**config.mk**
```make
export PLATFORM = sky130hd
export DESIGN_NAME = srf_top
export DESIGN_NICKNAME = d
export VERILOG_FILES = /design/src/srf_pkg.sv /design/src/srf_proc.sv /design/src/srf_top.sv
export SDC_FILE = /design/constraint.sdc
export NUM_CORES = 1
export LEC_CHECK = 0
export CORE_ASPECT_RATIO = 0.75
export CORE_MARGIN = 2
export CORE_UTILIZATION = 40
export CTS_CLUSTER_DIAMETER = 50
export DETAILED_ROUTE_END_ITERATION = 16
export DONT_BUFFER_PORTS = 1
export PLACE_DENSITY = 0.6
export SLEW_MARGIN = 10
export SYNTH_ARGS = -nofsm -noshare
export SYNTH_HDL_FRONTEND = slang
export SYNTH_HIERARCHICAL = 1
export SYNTH_SLANG_ARGS = --single-unit
```
**constraint.sdc**
```tcl
create_clock -name clock_in -period 24.2 [get_ports clock_in]
set_clock_uncertainty 0.05 [all_clocks]
set_input_delay 2.42 -clock clock_in [delete_from_list [all_inputs] [get_ports clock_in]]
set_output_delay 2.42 -clock clock_in [all_outputs]
set_load 0.02 [all_outputs]
```
**src/srf_pkg.sv**
```systemverilog
// shared constants and types for the sar result formatter
package srf_pkg;
  // data widths
  localparam int DIFF_W  = 24;
  localparam int CM_W    = 8;
  localparam int RAW_W   = 25;
  localparam int CMRAW_W = 10;
  localparam int GAIN_W  = 16;
  localparam int WORD_W  = 32;
  localparam int FMT_W   = 3;
  localparam int LEN_W   = 6;
  localparam int CNT_W   = 8;
  // difference code limits and processing reset values
  localparam logic [DIFF_W-1:0] DIFF_MAX   = 24'h7FFFFF;
  localparam logic [DIFF_W-1:0] DIFF_MIN   = 24'h800000;
  localparam logic [DIFF_W-1:0] OFFSET_RST = 24'h000000;
  localparam logic [GAIN_W-1:0] GAIN_RST   = 16'h8000;
  localparam int                GAIN_SHIFT = 15;
  // raw difference clamp codes, 24-bit difference full scale sign-extended to the raw width
  localparam logic [RAW_W-1:0]  RAW_HI     = 25'h07FFFFF;
  localparam logic [RAW_W-1:0]  RAW_LO     = 25'h1800000;
  // common-mode code limits
  localparam logic [CM_W-1:0]   CM_MAX     = 8'hFF;
  localparam logic [CM_W-1:0]   CM_MIN     = 8'h00;
  // output format selections and word field layout
  localparam logic [FMT_W-1:0]  FMT_DIFF24 = 3'h0;
  localparam logic [FMT_W-1:0]  FMT_D16_CM = 3'h1;
  localparam logic [FMT_W-1:0]  FMT_D24_CM = 3'h2;
  localparam int                D16_LSB    = 8;
  localparam logic [LEN_W-1:0]  LEN_24     = 6'h18;
  localparam logic [LEN_W-1:0]  LEN_32     = 6'h20;
  localparam logic [WORD_W-1:0] WORD_RST   = 32'h00000000;
  // conversion timing
  localparam int CLK_PERIOD_NS = 5;
  localparam int CONV_TIME_NS  = 300;
  localparam int CONV_CYC      = (CONV_TIME_NS + CLK_PERIOD_NS - 1) / CLK_PERIOD_NS;
  // control states
  typedef enum logic [2:0] {
    ST_IDLE = 3'h1,
    ST_CONV = 3'h2,
    ST_PROC = 3'h4
  } srf_state_t;
endpackage

```
**src/srf_proc.sv**
```systemverilog
// offset, gain and 24-bit saturation of the difference code
`timescale 1ns/1ps
module srf_proc import srf_pkg::*; #(
  parameter int P_RAW_W  = RAW_W,
  parameter int P_DIFF_W = DIFF_W,
  parameter int P_GAIN_W = GAIN_W
) (
  input  wire logic signed [P_RAW_W-1:0]  raw_in,
  input  wire logic        [P_DIFF_W-1:0] offset_in,
  input  wire logic        [P_GAIN_W-1:0] gain_in,
  output logic             [P_DIFF_W-1:0] diff_out
);
  localparam int SUM_W  = P_RAW_W + 1;
  localparam int PROD_W = SUM_W + P_GAIN_W + 1;

  logic signed [SUM_W-1:0]    sum;
  logic signed [P_GAIN_W:0]   gain_s;
  logic signed [PROD_W-1:0]   prod;
  logic signed [PROD_W-1:0]   scaled;
  logic signed [PROD_W-1:0]   hi_lim;
  logic signed [PROD_W-1:0]   lo_lim;

  // offset add, then gain scaled by 1/0x8000, then clamp instead of wrap
  always_comb begin
    hi_lim = {{(PROD_W-P_DIFF_W){1'b0}}, DIFF_MAX};
    lo_lim = {{(PROD_W-P_DIFF_W){1'b1}}, DIFF_MIN};
    sum    = SUM_W'(raw_in) + SUM_W'($signed(offset_in));
    gain_s = $signed({1'b0, gain_in});
    prod   = PROD_W'(sum) * PROD_W'(gain_s);
    scaled = prod >>> GAIN_SHIFT;
    if (scaled > hi_lim) begin
      diff_out = DIFF_MAX;
    end else if (scaled < lo_lim) begin
      diff_out = DIFF_MIN;
    end else begin
      diff_out = scaled[P_DIFF_W-1:0];
    end
  end
endmodule // srf_proc

```
**src/srf_top.sv**
```systemverilog
// conversion control and result formatting of the sar converter
`timescale 1ns/1ps
module srf_top import srf_pkg::*; (
  input  wire logic                      clock_in,
  input  wire logic                      reset_n_in,
  input  wire logic                      convert_trigger_in,
  input  wire logic                      power_down_in,
  input  wire logic [FMT_W-1:0]          output_format_select_in,
  input  wire logic [DIFF_W-1:0]         offset_in,
  input  wire logic [GAIN_W-1:0]         gain_in,
  input  wire logic signed [RAW_W-1:0]   raw_diff_in,
  input  wire logic                      raw_overrange_in,
  input  wire logic signed [CMRAW_W-1:0] raw_cm_in,
  output logic                           busy_out,
  output logic                           sample_hold_out,
  output logic [WORD_W-1:0]              sample_word_out,
  output logic [LEN_W-1:0]               word_bits_out
);
  // convert pin synchroniser and filtered level
  logic                sync1_ff;
  logic                sync2_ff;
  logic                sync3_ff;
  logic                trig_lvl_ff;
  logic                nxt_trig_lvl;
  logic                trig_edge;
  // conversion control
  srf_state_t          state_ff;
  srf_state_t          nxt_state;
  logic [CNT_W-1:0]    cnt_ff;
  logic [CNT_W-1:0]    nxt_cnt;
  logic                busy_ff;
  logic                nxt_busy;
  logic                hold_ff;
  logic                nxt_hold;
  logic [FMT_W-1:0]    fmt_ff;
  logic [FMT_W-1:0]    nxt_fmt;
  logic [DIFF_W-1:0]   offset_ff;
  logic [DIFF_W-1:0]   nxt_offset;
  logic [GAIN_W-1:0]   gain_ff;
  logic [GAIN_W-1:0]   nxt_gain;
  logic [RAW_W-1:0]    raw_ff;
  logic [RAW_W-1:0]    nxt_raw;
  logic [CM_W-1:0]     cm_ff;
  logic [CM_W-1:0]     nxt_cm;
  logic [WORD_W-1:0]   word_ff;
  logic [WORD_W-1:0]   nxt_word;
  logic [LEN_W-1:0]    len_ff;
  logic [LEN_W-1:0]    nxt_len;
  logic [DIFF_W-1:0]   proc_diff;
  logic                start;
  logic                capture;

  // three-stage synchroniser, level changes once stages two and three agree
  always_comb begin
    nxt_trig_lvl = trig_lvl_ff;
    if (sync2_ff == sync3_ff) begin
      nxt_trig_lvl = sync3_ff;
    end
  end

  always_ff @(posedge clock_in) begin
    if (!reset_n_in) begin
      sync1_ff    <= 1'b0;
      sync2_ff    <= 1'b0;
      sync3_ff    <= 1'b0;
      trig_lvl_ff <= 1'b0;
    end else begin
      sync1_ff    <= convert_trigger_in;
      sync2_ff    <= sync1_ff;
      sync3_ff    <= sync2_ff;
      trig_lvl_ff <= nxt_trig_lvl;
    end
  end

  assign trig_edge = (sync2_ff == sync3_ff) && sync3_ff && !trig_lvl_ff;
  // no dummy cycle after power-down, any idle edge starts unless power-down is high
  assign start     = (state_ff == ST_IDLE) && trig_edge && !power_down_in;
  assign capture   = (state_ff == ST_CONV) && (cnt_ff == '0);

  // difference processing on the captured raw code
  srf_proc #(
    .P_RAW_W  (RAW_W),
    .P_DIFF_W (DIFF_W),
    .P_GAIN_W (GAIN_W)
  ) i_srf_proc (
    .raw_in    ($signed(raw_ff)),
    .offset_in (offset_ff),
    .gain_in   (gain_ff),
    .diff_out  (proc_diff)
  );

  // conversion sequence, capture, format and output latch
  always_comb begin
    nxt_state  = state_ff;
    nxt_cnt    = cnt_ff;
    nxt_busy   = busy_ff;
    nxt_hold   = 1'b0;
    nxt_fmt    = fmt_ff;
    nxt_offset = offset_ff;
    nxt_gain   = gain_ff;
    nxt_raw    = raw_ff;
    nxt_cm     = cm_ff;
    nxt_word   = word_ff;
    nxt_len    = len_ff;
    unique case (state_ff)
      ST_IDLE: begin
        if (start) begin
          // busy and sample on the edge
          nxt_state  = ST_CONV;
          nxt_busy   = 1'b1;
          nxt_hold   = 1'b1;
          nxt_cnt    = CNT_W'(CONV_CYC - 1);
          nxt_fmt    = output_format_select_in;
          nxt_offset = offset_in;
          nxt_gain   = gain_in;
        end
      end
      ST_CONV: begin
        if (capture) begin
          nxt_state = ST_PROC;
          if (raw_overrange_in) begin
            nxt_raw = raw_diff_in[RAW_W-1] ? RAW_LO : RAW_HI;
          end else begin
            nxt_raw = raw_diff_in;
          end
          if (raw_cm_in < 0) begin
            nxt_cm = CM_MIN;
          end else if (raw_cm_in > $signed({2'b00, CM_MAX})) begin
            nxt_cm = CM_MAX;
          end else begin
            nxt_cm = raw_cm_in[CM_W-1:0];
          end
        end else begin
          nxt_cnt = cnt_ff - CNT_W'(1);
        end
      end
      ST_PROC: begin
        // latch processed word, busy drops with it
        nxt_state = ST_IDLE;
        nxt_busy  = 1'b0;
        // common-mode byte bypasses offset and gain
        case (fmt_ff)
          FMT_D16_CM: begin
            nxt_word = {8'h00, proc_diff[DIFF_W-1:D16_LSB], cm_ff};
            nxt_len  = LEN_24;
          end
          FMT_D24_CM: begin
            nxt_word = {proc_diff, cm_ff};
            nxt_len  = LEN_32;
          end
          default: begin
            nxt_word = {8'h00, proc_diff};
            nxt_len  = LEN_24;
          end
        endcase
      end
    endcase
  end

  always_ff @(posedge clock_in) begin
    if (!reset_n_in) begin
      state_ff  <= ST_IDLE;
      cnt_ff    <= '0;
      busy_ff   <= 1'b0;
      hold_ff   <= 1'b0;
      fmt_ff    <= FMT_DIFF24;
      offset_ff <= OFFSET_RST;
      gain_ff   <= GAIN_RST;
      raw_ff    <= '0;
      cm_ff     <= CM_MIN;
      word_ff   <= WORD_RST;
      len_ff    <= LEN_24;
    end else begin
      state_ff  <= nxt_state;
      cnt_ff    <= nxt_cnt;
      busy_ff   <= nxt_busy;
      hold_ff   <= nxt_hold;
      fmt_ff    <= nxt_fmt;
      offset_ff <= nxt_offset;
      gain_ff   <= nxt_gain;
      raw_ff    <= nxt_raw;
      cm_ff     <= nxt_cm;
      word_ff   <= nxt_word;
      len_ff    <= nxt_len;
    end
  end

  // outputs straight from registers
  assign busy_out        = busy_ff;
  assign sample_hold_out = hold_ff;
  assign sample_word_out = word_ff;
  assign word_bits_out   = len_ff;

  // checking helpers: length of the current busy stretch
  logic [CNT_W-1:0] busy_len_ff;
  always_ff @(posedge clock_in) begin
    if (!reset_n_in || !busy_ff) begin
      busy_len_ff <= '0;
    end else begin
      busy_len_ff <= busy_len_ff + CNT_W'(1);
    end
  end

  // further guards on clamps, hold pulse, word stability and timing
  localparam int CAPTURE_DLY = CONV_CYC;
endmodule // srf_top

```
# ---- Yosys cells after proc, flatten, opt, wreduce, memory -nomap -nowiden
# Index checks and enable logic that the tools add are counted.
dict set report word_totals {
  regBits 131
  input_bits 83
  output_inout_bits 40
  wordCells 64
}
dict set report op_classes {
  add_sub_neg 2
  multipliers 1
  order_cmp 4
  n_eq_ne 9
  mux 17
  reduce_logical 16
}
# op n
set ops {}
lappend ops {{one-hot mux 32 bit (2 select lines)} 1}
lappend ops {{two-way mux 25 bit} 2}
lappend ops {{two-way mux 24 bit} 2}
lappend ops {{multiplier 26 x 17 -> 43 bit} 1}
lappend ops {{two-way mux 8 bit} 4}
lappend ops {{greater-than comparator 28 x 24 -> 1 bit (second input constant)} 1}
lappend ops {{less-than comparator 28 x 24 -> 1 bit (second input constant)} 1}
lappend ops {{adder 25 x 24 -> 26 bit} 1}
lappend ops {{one-hot mux 8 bit (2 select lines)} 1}
lappend ops {{greater-than comparator 10 x 9 -> 1 bit (second input constant)} 1}
lappend ops {{less-than comparator 10 x 1 -> 1 bit (second input constant)} 1}
lappend ops {{AND reduction 2 bit} 5}
lappend ops {{one-hot mux 3 bit (3 select lines)} 1}
lappend ops {{zero test 8 bit} 1}
lappend ops {{subtractor 8 x 1 -> 8 bit (second input constant)} 1}
lappend ops {{equality test 3 x 1 -> 1 bit (second input constant)} 2}
lappend ops {{equality test 3 x 2 -> 1 bit (second input constant)} 2}
lappend ops {{two-way mux 3 bit} 2}
lappend ops {{two-way mux 6 bit} 1}
lappend ops {{inequality test 2 bit (second input constant)} 3}
lappend ops {{logical AND 1 bit} 5}
lappend ops {{nonzero test 2 bit} 2}
lappend ops {{equality test 3 bit (second input constant)} 1}
lappend ops {{AND reduction 3 bit} 1}
lappend ops {{other kinds (4)} 6}

# ---- Logic depth before layout (Yosys ltp)
# Gate-level depths: netlist (run 1).
dict set report logic_depth {
  depth_word 7
  depth_mapped 39
  depth_no_buf 36
}

# ---- Hierarchy
# Netlist (run 1), hierarchy kept.
# mod instances cells_per_inst area_each_um2
set modules_own_cells {}
lappend modules_own_cells {srf_proc 1 1936 16609.7}
lappend modules_own_cells {srf_top 1 592 5454.0}

# ---- Worst setup path after synthesis (run 1)
# Ideal clock, no wire load.
dict set report synth_timing {
  kind {register -> register}
  from {register offset_ff[0]}
  to {register word_ff[14], in the netlist sample_word_out[14]}
  t_arrival_ns 8.854
  required_time_ns 24.031
  path_slack_ns 15.178
  path_stages_with_launch 36
  n_path_buf 2
  period_less_slack_ns 9.022
  path_cell_list {dfxtp_1 ha_1 inv_1 fa_1 nor2b_1 o21a_1 o21ai_0 a211o_1 a21boi_0 o21ai_0 or4b_2 o211ai_1 clkbuf_1 nand2_1 fa_1 inv_1 fa_1 fa_1 fa_1 fa_1 inv_1 fa_1 inv_1 ha_1 a21oi_1 o21ai_1 or3_1 o221a_1 a211oi_2 o41ai_1 xor2_1 o41ai_4 buf_6 o21ai_2 mux2i_1 o2bb2ai_4}
}
dict set report synth_between {
  elab_chain_cells 6
  word_cells_on_any_way 7
  classes_between {add/sub: 1; mul: 1; order compare: 2; mux: 3}
}
# element line
set synth_rtl {}
lappend synth_rtl {{start, declared} srf_top.sv:37} ;# logic [DIFF_W-1:0] offset_ff;
lappend synth_rtl {{start signal, assigned} srf_top.sv:179} ;# offset_ff <= nxt_offset;
lappend synth_rtl {{adder 25 x 24 -> 26 bit (*)} srf_proc.sv:27} ;# sum = SUM_W'(raw_in) + SUM_W'($signed(offset_in));
lappend synth_rtl {{multiplier 26 x 17 -> 43 bit (*)} srf_proc.sv:29} ;# prod = PROD_W'(sum) * PROD_W'(gain_s);
lappend synth_rtl {{less-than comparator 28 x 24 -> 1 bit} srf_proc.sv:33} ;# end else if (scaled < lo_lim) begin
lappend synth_rtl {{two-way mux 24 bit} srf_proc.sv:33}
lappend synth_rtl {{two-way mux 24 bit (*)} srf_proc.sv:31} ;# if (scaled > hi_lim) begin
lappend synth_rtl {{net proc_diff[6]} srf_top.sv:49} ;# logic [DIFF_W-1:0] proc_diff;
lappend synth_rtl {{one-hot mux 32 bit (2 select lines) (*)} srf_top.sv:142} ;# case (fmt_ff)
lappend synth_rtl {{end signal, assigned} srf_top.sv:183} ;# word_ff <= nxt_word;
lappend synth_rtl {{end, declared} srf_top.sv:45} ;# logic [WORD_W-1:0] word_ff;
# Mark *: on every way through the listed nets, which the timed path passes. The rest lies on a longest branch.
# A chain may end at the register's enable or synchronous reset.

# ---- Worst setup path after layout (run 1)
dict set report layout_timing {
  from {register offset_ff[1]}
  to {register word_ff[9], in the netlist sample_word_out[9]}
}
# The elaborated chain is that of the path after synthesis.

==> results.txt, run 1 <==
The run finished with clean final reports. The final core area utilization came out at between 40 and 50%. The total via count in the routed design is 17000. The latest clock arrival within the worst-skew pair came out at ~0.43 ns. The share of flip-flops with an asynchronous set or reset after synthesis came out at 0%. The root buffer cell chosen for the clock tree is sky130_fd_sc_hd__clkbuf_16. The overflow left after global routing came out at 0.

The number of buffers inserted by port buffering came out at 0. The final-layout worst hold slack came out at 0.398 ns. The synthesized design contains 0 enable-type register cells. The floorplan core area came out at 0.0544 mm². The count of antenna-violating nets left after detailed routing came out at 0. The clock drives 127 sinks. The final sum of negative setup slack came out at 0 ns. The total of cells resized after clock tree synthesis came out at 0. The clock-pin transition on the worst setup and hold timing paths came out at 0.06 ns.

The initial core utilization is between 40% and 50%. The placement row count came out at between 70 and 80. For this run, design rule violations remaining after detail routing come to 0.

The path type of the worst setup path is reg -> reg. The final period demand of the worst path came out at 9.95 ns. The synthesized area divided by synthesized cell count is 8.73 µm². VDD sags by at most 0.0000384 V. After synthesis, the cell types taking the most area are sky130_fd_sc_hd__fa_1 37%, sky130_fd_sc_hd__dfxtp_1 12%, sky130_fd_sc_hd__inv_1 8.5%. STA classifies the critical path endpoint as a flop. The standby leakage power came out at 11.3 nW.

In the post-route analysis, the smallest setup slack over all paths is 14.25 ns. The top-level port count is 123. The post-route fraction of the period consumed by the critical path came out at about two fifths.

The cell area after technology mapping came out at 0.0221 mm². The signed area change from the synthesized netlist to the final layout came out at 5.81%. The number of buffers added for setup after CTS is 0. In this run the worst path has a maximum fanout of 24.

The most numerous cell type found on the critical path is sky130_fd_sc_hd__fa_1. The number of buffers on the longest clock path is 2. The setup-violating endpoint count in the final report is 0. In the synthesized netlist the dominant register cell turns out to be sky130_fd_sc_hd__dfxtp_1. The initial antenna violation count came to 1. On the critical path, the stage with the largest delay is an instance of sky130_fd_sc_hd__o21a_1. The number of nets in the final layout came out at 3072. After detailed routing, the average wire length per cell comes to just under 20 µm.

The TritonCTS clock tree is yes. The post-route netlist has 5.63% of its cells at a drive strength greater than 1. The type of the worst min-delay path is reg -> reg. The worst pin sits at a relative slew slack of 35.6%. The first global-routing pass estimated about 100000 µm of wire. The number of search-and-repair iterations in the first detailed-routing pass is 5.

Sequential elements use 11.5% of the synthesized area. The number of levels in the clock H-tree came out at 4. The top cell type's share of synthesized area is a little over a third.

The total number of yosys warnings is 6. The data required time of the worst path is approximately 24 ns. 0 antenna diodes ended up in the layout. The arrival time reported for the critical path endpoint is 10.19 ns. The design draws ~0.56 mW. The cts-stage hold buffer count is 0. The number of pins exceeding their max-slew limit in the final report came out at 0. Across the run, the number of max-cap violations was 0. The maximum cell stage delay along the critical path came out at 0.64 ns. The instance count of the mapped netlist came out at 2528. Setup repair after global routing left no endpoint under its margin. The chip height is roughly 210 µm. The startpoint kind of the worst setup timing path is a flop. The vias per cell is roughly 5.3. The achievable clock frequency came out at 0.100 GHz. The die covers 0.0571 mm².

The count of routing violations after the opening detailed-route iteration is 1172. The number of register bits inferred by synthesis came out at 127. The width of the die came out at roughly 280 µm.

The synthesized netlist contains 80 unique library cells. The post-placement setup slack is 14.31 ns. The congestion estimate from routability-driven global placement came to between 0.9 and 1. The largest net degree at the start of global routing is 89.

The overall fraction of global-route tracks in use is between 20% and 30%. The transition time of the tightest slew-check pin came out at between 0.9 and 1 ns. The number of clock buffers added by TritonCTS is 17. Detailed placement finished with a half-perimeter wire length of 49300 µm. The filler cell count came out at 5370. The number of hold violations in the final report came out at 0. The final layout contains routed wiring with a total length of 63200 µm.

Across all register-to-register paths, the minimum setup slack is 14.25 ns. Summed over all instances, the cell type with the most area after synthesis is sky130_fd_sc_hd__fa_1. The number of global-route vias before repair is 17900. Power spread over the standard cell area amounts to approximately 24 mW/mm².
## synthesized netlist by cell type, drive strengths merged, types with 3 or more instances
| cell type | n |
|---|---|
| o21bai | 5 |
| a41oi | 3 |
| or4 | 4 |
| and3 | 10 |
| a22o | 8 |
| xor2 | 16 |
| nand3 | 67 |
| nor3b | 5 |
| and2 | 181 |
| dfxtp | 127 |
| or4b | 3 |
| clkbuf | 105 |
| buf | 39 |
| a21o | 24 |
| o31ai | 3 |
| o41ai | 4 |
| mux2i | 52 |
| o221ai | 3 |
| o311ai | 6 |
| a211oi | 10 |
| o211ai | 31 |
| a31oi | 3 |
| or3 | 6 |
| a211o | 4 |
| nand4 | 13 |
| or2 | 8 |
| inv | 499 |
| nor4 | 4 |
| or3b | 4 |
| ha | 131 |
| a21oi | 102 |
| nor3 | 9 |
| xnor2 | 38 |
| nor2 | 47 |
| nand2b | 11 |
| nand2 | 319 |
| o211a | 3 |
| fa | 404 |
| o2bb2ai | 16 |
| o21ai | 124 |
| o21a | 10 |
| nor2b | 41 |
## report_power, final
group	internal, mW	leakage (nW)	switching, mW	total, mW
sequential	0.211	1.02	0.00201	0.213
clock	0.177	0.301	0.0976	0.275
combinational	0.0204	9.99	0.0487	0.0692
## cell families after synthesis
family	share of synthesized area (%)
simple gates	16.7
buf+inv	11.4
flops	11.5
other cells	0.0170
fa+ha+maj	44.1
mux	2.46
xor+xnor	2.18
compound gates	11.6
## worst max-delay path: cells and delay by family (launching register included)
kind	cells	cell delay, ns
compound gates	16	4.05
simple gates	1	0.34
fa+ha+maj	8	3.69
buf+inv	5	0.97
flops	1	0.32
xor+xnor	1	0.19
mux	1	0.18
## flip-flops by register name, summed over array words and instances, names as in the netlist, 3 cells and up
register	count
sample_word_out	32
gain_ff	16
cm_ff	8
cnt_ff	8
offset_ff	24
state_ff	3
fmt_ff	3
raw_ff	25
## layer usage
layer  GRT usage, %  wire [µm]
met5              0          0
met4           5.07       1290
met3           4.62       4360
met2           35.6      28500
met1           33.2      29000
## metrics by stage
step / instances / area, µm²
floorplan: 2530 / 22100
global placement: 3157 / 22700
detailed placement: 3157 / 22700
CTS: 3189 / 23300
global route: 3189 / 23300
finish: 3189 / 23300
## area by class of cell
class                           count  area (µm²)  area share [%]
Multi-Input combinational cell   1760       17000            73.0
Clock buffer                       22         464            1.99
Tap cell                          722         903            3.87
Inverter                          499        1870            8.02
Timing Repair Buffer               49         368            1.58
Sequential cell                   127        2540            10.9
Clock inverter                     10         159           0.681
## final timing paths
check / startpoint / end / cells after the start
hold / removal: sync1_ff / sync2_ff / 1
hold reg to reg: sync1_ff / sync2_ff / 1
setup / recovery: offset_ff[1] / sample_word_out[9] / 32
setup reg to reg: offset_ff[1] / sample_word_out[9] / 32
## layout by cell type (no fill, tap or decap), types with 10 or more instances in the layout
| cell | Yosys | final |
|---|---|---|
| sky130_fd_sc_hd__nand2_1 | 319 | 319 |
| sky130_fd_sc_hd__a21o_1 | 24 | 24 |
| sky130_fd_sc_hd__a21oi_1 | 99 | 99 |
| sky130_fd_sc_hd__nor2_1 | 47 | 46 |
| sky130_fd_sc_hd__nand3_1 | 67 | 66 |
| sky130_fd_sc_hd__nand4_1 | 13 | 13 |
| sky130_fd_sc_hd__and2_1 | 181 | 181 |
| sky130_fd_sc_hd__nand2b_1 | 11 | 11 |
| sky130_fd_sc_hd__o21ai_2 | 20 | 20 |
| sky130_fd_sc_hd__o211ai_1 | 31 | 31 |
| sky130_fd_sc_hd__xnor2_1 | 38 | 38 |
| sky130_fd_sc_hd__o21a_1 | 10 | 10 |
| sky130_fd_sc_hd__fa_1 | 404 | 404 |
| sky130_fd_sc_hd__mux2i_1 | 52 | 52 |
| sky130_fd_sc_hd__and3_1 | 10 | 10 |
| sky130_fd_sc_hd__clkbuf_16 | 0 | 17 |
| sky130_fd_sc_hd__nor2b_1 | 41 | 40 |
| sky130_fd_sc_hd__dfxtp_1 | 127 | 127 |
| sky130_fd_sc_hd__ha_1 | 131 | 131 |
| sky130_fd_sc_hd__xor2_1 | 15 | 15 |
| sky130_fd_sc_hd__inv_1 | 499 | 499 |
| sky130_fd_sc_hd__o21ai_0 | 102 | 102 |
| sky130_fd_sc_hd__buf_4 | 4 | 49 |
No activity file was read; power rests on OpenSTA's default activity.
==> inputs of run 2 (changes only) <==
--- a/config.mk
+++ b/config.mk
@@ -5,6 +5,7 @@
 export SDC_FILE = /design/constraint.sdc
 export NUM_CORES = 1
 export LEC_CHECK = 0
+export ABC_AREA = 1
 export CORE_ASPECT_RATIO = 0.75
 export CORE_MARGIN = 2
 export CORE_UTILIZATION = 40
==> constraint.sdc (replaced) <==
create_clock -name clock_in -period 9.5 [get_ports clock_in]
set_clock_uncertainty 0.05 [all_clocks]
set_input_delay 0.95 -clock clock_in [delete_from_list [all_inputs] [get_ports clock_in]]
set_output_delay 0.95 -clock clock_in [all_outputs]
set_load 0.02 [all_outputs]
==> run 2 against run 1 <==
Cell count grew 13%. Wire length grew 4.5%. Final area grew 1.3%. Power grew to 2.5 times the previous value. Flip-flop and latch count is the same. Largest cell class unchanged. Highest routed layer unchanged.
==> results.txt, run 2 <==
After detailed routing, the number of vias per cell comes to around 5. Summed over all layers, the global routing overflow is 0. By count the netlist is led by 712 x sky130_fd_sc_hd__inv_1, 564 x sky130_fd_sc_hd__nand2_1, 404 x sky130_fd_sc_hd__fa_1.

Leaving out fill and tap cells, the most frequent cell in the layout is sky130_fd_sc_hd__inv_1. The chip height came out at about 210 µm. Clock tree synthesis selected as its root buffer the cell sky130_fd_sc_hd__clkbuf_16. Dividing total power by cell area gives a power density of 59.6 mW/mm². The number of levels in the clock H-tree is 4. The top flip-flop cell by instance count after synthesis is sky130_fd_sc_hd__dfxtp_1. The worst hold path stage count came out at 2. The register-to-register path setup slack is 0.49 ns. The detailed-route DRC error count is 0. The arrival time reported for the critical path endpoint is 9.34 ns. The share of layout cells above drive strength 1 is under 10%. The critical path is of the reg -> reg type.

The floorplan has 75 rows. STA classifies the critical path endpoint as a flop. The analysis attributes to cell leakage a power of 12.3 nW. The final routed wirelength across all metal layers is 66000 µm. Setup repair after global routing left no endpoint under its margin. The synthesized design spends more area on one cell type than any other, namely sky130_fd_sc_hd__fa_1.

The setup-violating endpoint count in the final report is 0. The most instantiated library cell after synthesis is sky130_fd_sc_hd__inv_1. The met3 capacity usage during global routing came out at between 3 and 4%. The clock period could shrink to around 9 ns. The worst hold path begins at sync2_ff. The transition time of the tightest slew-check pin came out at 1.26 ns. The number of distinct library cells after synthesis came out at 56. After synthesis, the mean cell area works out to 7.67 µm².

The count of routing violations after the opening detailed-route iteration came out at between 1000 and 1500. The number of search-and-repair iterations in the first detailed-routing pass came out at 5. The detail-routed net length per standard cell is 18.2 µm. The global routing met2 resource utilization is a little under two fifths. In this run, flip-flops and latches consume roughly 39% of the power. On the worst path, the slowest cell contributes a delay of 0.72 ns. The portion of the post-synthesis area used by sequential elements came out at between 10% and 20%. The net count of the finished layout is 3490. Yosys printed 6 warnings. After technology mapping, the gate count stands at 2915. Clock-pin slew was measured on the worst setup and hold paths at 0.06 ns. The total via count in the routed design came out at 18300. The post-route fraction of the period consumed by the critical path came out at 94.8%. The TritonCTS clock tree is yes.

The total net switching power came out at 0.377 mW. The layer flagged by global routing as most heavily used is met2. The achievable clock frequency is 0.111 GHz. On the critical path, the stage with the largest delay is an instance of sky130_fd_sc_hd__fa_1. The run finished with clean final reports.

In the synthesized netlist the async set-or-reset flop fraction comes to 0%. The number of cells on the worst reg-to-reg path is 37. The latest clock arrival within the worst-skew pair came out at 0.45 ns.

The final core area utilization is 42.6%. The data required time of the worst path is 9.83 ns. The internal power summed over all cells is just over 1 mW. Counting the fill cells in the layout gives 5654.

Global routing used 33.9% of the available met1 tracks. The worst setup path is launched from a flop. The first-pass GRT wire length is 108000 µm. The number of pins exceeding their max-slew limit in the final report is 0. In this run the worst hold path is classified as reg -> reg. The initial antenna violation count is 0.

The cell area after technology mapping is 0.0224 mm². The number of register bits inferred by synthesis came out at 127. The tool flagged a number of max-cap violations equal to 0. The clock network power share came out at 48.5%.

The count of antenna-violating nets left after detailed routing is 0. The maximum fanout count along the critical path came out at 23. Pin placement for this block handled 123 I/O pins. The final sum of negative setup slack came out at 0 ns. Of the total power, combinational logic draws 12.8%.

Net switching is 26.7% of the power. The longest clock path from root to sink contains 2 buffers. The floorplan core area came out at 0.0556 mm².

Global routing used between 20% and 30% of the available tracks across all layers. The worst slew slack as a fraction of its limit is 15.9%. By area the synthesized netlist is led by sky130_fd_sc_hd__fa_1 36%, sky130_fd_sc_hd__inv_1 12%, sky130_fd_sc_hd__dfxtp_1 11%. The initial core utilization is 40.3%.

In this run the biggest area consumer among cell types represents between 30 and 40% of the synthesized area. The top cell types in the final layout, fill and taps aside, are 712 x sky130_fd_sc_hd__inv_1, 563 x sky130_fd_sc_hd__nand2_1, 404 x sky130_fd_sc_hd__fa_1, 298 x sky130_fd_sc_hd__nor2_1, 131 x sky130_fd_sc_hd__ha_1. For hold timing, the worst endpoint is sync3_ff. The number of hold violations in the final report came out at 0.

The signed area change from the synthesized netlist to the final layout came out at 5.76%. The number of buffers inserted by port buffering is 0. The placer congestion estimate is 0.919. The width of the die is 277 µm. The largest voltage drop on the vdd net came out at 0.0000965 V. The end of the worst register-to-register path is sample_word_out[8].

The number of enable flip-flop cells after synthesis came out at 0. The estimated wirelength of the detail-placed design is 55000 µm. For this design, the sink count on the clock tree is about 130. The total CTS buffers is 17. The antenna cell count came out at 0. The number of global-route vias before repair is 19400.

The area of the die came out at slightly below 0.06 mm². The number of flip-flops in the largest register is 32. By instance count, the cell type seen most on the critical path is sky130_fd_sc_hd__nand2_1.

The largest net degree at the start of global routing is 44. In this run the critical register-to-register path is launched from offset_ff[2].
## run 2: cell count changes in the layout (fill, tap and decap cells not counted), sizes merged, moves of 46 or more
cell   before  now
nand2     319  590
nor2       47  315
inv       500  728
and2      181    0
mux2i      52    0
or2         8   54
## run 2: layout make-up
type                            count  area, µm²  share of cell area, %
Sequential cell                   127       2540                   10.7
Clock inverter                      8        128                  0.540
Inverter                          735       2760                   11.7
Multi-Input combinational cell   1962      16600                   70.2
Tap cell                          731        915                   3.87
Clock buffer                       24        492                   2.08
Timing Repair Buffer               29        218                  0.920
## run 2: through the flow
stage / area [µm²] / setup WS, ns / std cells / power, mW / hold WS, ns
global placement: 23000 / 0.480 / 3584 / 0.731 / 0.379
detailed placement: 23000 / 0.506 / 3584 / 0.734 / 0.381
finish: 23700 / 0.495 / 3616 / 1.41 / 0.389
CTS: 23700 / 0.452 / 3616 / 1.43 / 0.390
floorplan: 22400 / 1.95 / 2917 / 0.688 / 0.340
global route: 23700 / 0.0213 / 3616 / 1.47 / 0.425
## run 2: routing by layer
layer	share of wire, %	vias to the layer above	wire (µm)
met2	44	640	29200
met4	2.5	0	1630
met5	0	-	0
met1	47	9004	30700
met3	6.6	98	4370
li1	-	8546	-
## run 2: repair_timing
item | 4_1_cts | 5_1_grt
endpoints found under the setup margin | 0 | 5
hold buffers | 0 | 0
setup buffers | 0 | 0
gates resized for setup | 0 | 3
## run 2: how the worst max path moves through the flow
| stage | start | end | slack (ns) | cells after the start |
|---|---|---|---|---|
| finish | offset_ff[2] | sample_word_out[8] | 0.49 | 37 |
| detailed placement | offset_ff[23] | sample_word_out[4] | 0.51 | 34 |
| CTS | offset_ff[23] | sample_word_out[4] | 0.45 | 34 |
| global placement | offset_ff[23] | sample_word_out[4] | 0.48 | 34 |
| floorplan | offset_ff[2] | sample_word_out[14] | 1.95 | 39 |
| global route | offset_ff[2] | sample_word_out[4] | 0.02 | 36 |
## run 2: cell families (layout without fill, tap and decap cells)
| group | Yosys count | after routing | share of synthesized area, % |
|---|---|---|---|
| compound gates | 288 | 288 | 8.01 |
| xor+xnor | 38 | 38 | 1.62 |
| fa+ha+maj | 535 | 535 | 43.5 |
| buf+inv | 828 | 796 | 14.6 |
| flops | 127 | 127 | 11.4 |
| other cells | 1 | 3 | 0.0168 |
| simple gates | 1098 | 1098 | 20.9 |
## run 2: critical path: cells and delay by family (launching register included)
kind            cells  cell delay (ns)
flops               1             0.31
fa+ha+maj           8             4.18
buf+inv             8             0.79
xor+xnor            1             0.25
compound gates      4             0.69
simple gates       16             2.67
## run 2: power by group through the flow
stage               Combinational [mW]  Clock, mW  Sequential [mW]
CTS                              0.180      0.702            0.545
floorplan                        0.133          0            0.555
finish                           0.181      0.684            0.545
global route                     0.202      0.723            0.545
global placement                 0.175          0            0.556
detailed placement               0.178          0            0.556
==> inputs of run 3 (changes only) <==
--- a/config.mk
+++ b/config.mk
@@ -6,13 +6,13 @@
 export NUM_CORES = 1
 export LEC_CHECK = 0
 export ABC_AREA = 1
+export BUFFER_PORTS_ARGS = -buffer_cell sky130_fd_sc_hd__buf_2
 export CORE_ASPECT_RATIO = 0.75
 export CORE_MARGIN = 2
 export CORE_UTILIZATION = 40
 export CTS_CLUSTER_DIAMETER = 50
 export DETAILED_ROUTE_END_ITERATION = 16
-export DONT_BUFFER_PORTS = 1
-export PLACE_DENSITY = 0.6
+export SKIP_LAST_GASP = 1
 export SLEW_MARGIN = 10
 export SYNTH_ARGS = -nofsm -noshare
 export SYNTH_HDL_FRONTEND = slang
==> run 3 against run 2 <==
Combinational power grew 12%. Via count barely moved. Wire length shrank 2.8%. Sequential share of layout area down 0.23 points. Power is 3.5% lower. Hold slack improved by 0.0020 ns. Core utilization rose by 0.94 points. Clock power fell by 10%. Critical path type unchanged. Highest routed layer is now met5.
==> results.txt, run 3 (synthesis gave the netlist of run 2 again) <==
The chip height came out at 209 µm. The total of max-cap violations is 0. The initial antenna violation count came out at 1. The detailed-route DRC error count is 0. The final sum of negative setup slack is 0 ns.

Cells with a size suffix above 1 make up 10.3% of the layout. At the end of the flow the core is filled with cells to 43.5%. The clock-pin transition on the worst setup and hold timing paths is 0.06 ns. Entering global routing, the biggest net connects 44 pins. Using the TritonRoute via totals, the vias-per-cell ratio works out to 4.90.

The completed layout was analyzed and its total power is 1.36 mW. The final period demand of the worst path is 8.76 ns. The leading cell type in the layout, fill and taps excluded is sky130_fd_sc_hd__inv_1.

The overflow left after global routing came out at 0. For this design, the sink count on the clock tree is 127. The count of routing violations after the opening detailed-route iteration came out at 1436.

The final non-filler cell total came out at approximately 3700. The cell area after layout came out at 0.0242 mm². After layout, the worst setup slack is 0.740 ns.

The data required time of the worst path came out at 9.84 ns. The flow ran to the end, and the final reports show no timing, DRC or antenna violations. The largest voltage drop on the vdd net came out at roughly 0.00013 V. The placement row count is 75. For the worst setup path, the data arrival time is 9.10 ns. The filler cell count came out at 5752. The number of search-and-repair iterations in the first detailed-routing pass is 5. The cts-stage hold buffer count is 0. For this block, the routed nets add up to 64100 µm of wire. The total CTS buffers came out at 17. The number of nets in the final layout is ~3600. The number of hold violations in the final report is 0. The area of the die is 0.0578 mm². The number of pins exceeding their max-slew limit in the final report came out at 0.

STA classifies the critical path endpoint as a flop. The estimated wirelength of the detail-placed design came out at 53300 µm. The achievable clock frequency came out at 0.114 GHz. The launch instance of the worst min-delay path is sync1_ff. The width of the die came out at roughly 280 µm. The number of global-route vias before repair is 18700. The source of the worst register-to-register timing path is offset_ff[20].

The initial core utilization is 40.3%. The post-route fraction of the period consumed by the critical path is 92.2%. Dividing the detail-routed wire length by the instance count gives 17.2 µm. From synthesis to final layout, the design area changed by 8.10%. The register-to-register path setup slack is 0.74 ns. TritonCTS built the clock tree. The total via count in the routed design came out at 18300.

The post-placement setup slack came out at 0.788 ns. The worst setup path is of the reg -> reg kind. The worst hold path terminates at sync2_ff. The end of the worst register-to-register path is sample_word_out[11]. Clock tree synthesis selected as its root buffer the cell sky130_fd_sc_hd__clkbuf_16. The number of buffers inserted by port buffering came out at around 120. In the layout the commonest cells are 712 x sky130_fd_sc_hd__inv_1, 563 x sky130_fd_sc_hd__nand2_1, 404 x sky130_fd_sc_hd__fa_1, 298 x sky130_fd_sc_hd__nor2_1, 131 x sky130_fd_sc_hd__ha_1. The setup-violating endpoint count in the final report came out at 0. The area after detailed placement came out at 0.0236 mm². The cell depth of the worst flop-to-flop path came out at 35. The first global-routing pass estimated 104000 µm of wire. Headroom to the max-slew limit came out at 26.3%.

STA classifies the critical path startpoint as a flop. The antenna cell count is 0. The most numerous cell type found on the critical path is sky130_fd_sc_hd__inv_1. Final hold analysis gives a worst-case slack of between 0.3 and 0.4 ns. The slowest stage of the critical path is the sky130_fd_sc_hd__fa_1 cell. The maximum fanout count along the critical path is 23. Setup repair after global routing left no endpoint under its margin. In the global route stage, overall resource usage came out at 23.2%.

The number of flip-flops in the largest register came out at 32. The total power per unit cell area came out at approximately 56 mW/mm². The transition time of the tightest slew-check pin is between 1 and 1.5 ns.

The placer congestion estimate is 0.947. The standby leakage power came out at 12.8 nW. The maximum cell stage delay along the critical path is ~0.72 ns. The latest clock arrival within the worst-skew pair is 0.45 ns. The number of buffers on the longest clock path came out at 2. 123 I/O pins were placed. The region available for standard cell placement spans roughly 0.056 mm². The min-delay analysis places its worst path in the category reg -> reg. The number of levels in the clock H-tree is 4.

The number of placed cells counting well taps came out at around 3700. The count of antenna-violating nets left after detailed routing is 0. Along the worst hold path, the cell count comes to 2.
-- run 3: changes by cell type in the layout (fill, tap and decap cells not counted), moves of 2 or more --
cell / delta
sky130_fd_sc_hd__bufinv_16: -2
sky130_fd_sc_hd__clkbuf_1: -3
sky130_fd_sc_hd__clkinv_2: +5
sky130_fd_sc_hd__clkbuf_8: -4
sky130_fd_sc_hd__clkinvlp_4: +4
sky130_fd_sc_hd__buf_2: +119
-- run 3: critical path, delay by kind of cell, from the launching register on --
kind	cells	cell delay [ns]
AOI/OAI and AO/OA	4	0.75
adders and majority gates	8	4.20
buffers and inverters	9	0.90
DFF	1	0.32
and+or+nand+nor	13	2.19
xor gates and xnor gates	1	0.28
-- run 3: report_power, final --
part           internal [mW]  switching [mW]
Combinational         0.0650           0.137
Clock                  0.355           0.258
Sequential             0.540         0.00488
-- run 3: what timing repair did --
action	in CTS	in global routing
resized for setup	0	3
setup endpoints to repair	0	16
buffers inserted	0	0
endpoints found under the hold margin	0	0
-- run 3: final cells by class --
cell class | instances | area [µm²] | share of cell area, %
well taps | 731 | 915 | 3.78
clock inverters | 15 | 123 | 0.507
flip-flops and latches | 127 | 2540 | 10.5
repair buffers | 148 | 813 | 3.36
inverters | 735 | 2760 | 11.4
multi-input cells | 1962 | 16600 | 68.6
clock buffers | 17 | 425 | 1.76
-- run 3: metal layers --
layer	wire length, µm	track usage, %	up-vias	share of wire, %
li1	-	-	8793	-
met1	29800	33.0	8815	47
met2	27500	35.5	590	43
met3	5120	5.04	90	8.0
met4	1610	6.77	2	2.5
met5	18	0	-	0.028
-- run 3: how the worst max path moves through the flow --
stage / to / slack (ns) / start
final: sample_word_out[11] / 0.74 / offset_ff[20]
after global routing: sample_word_out[9] / 0.04 / raw_ff[20]
after CTS: sample_word_out[9] / 0.78 / offset_ff[6]
after detailed placement: sample_word_out[9] / 0.79 / offset_ff[6]
after global placement: sample_word_out[11] / 0.79 / offset_ff[6]
after floorplan: sample_word_out[14] / 1.95 / offset_ff[2]
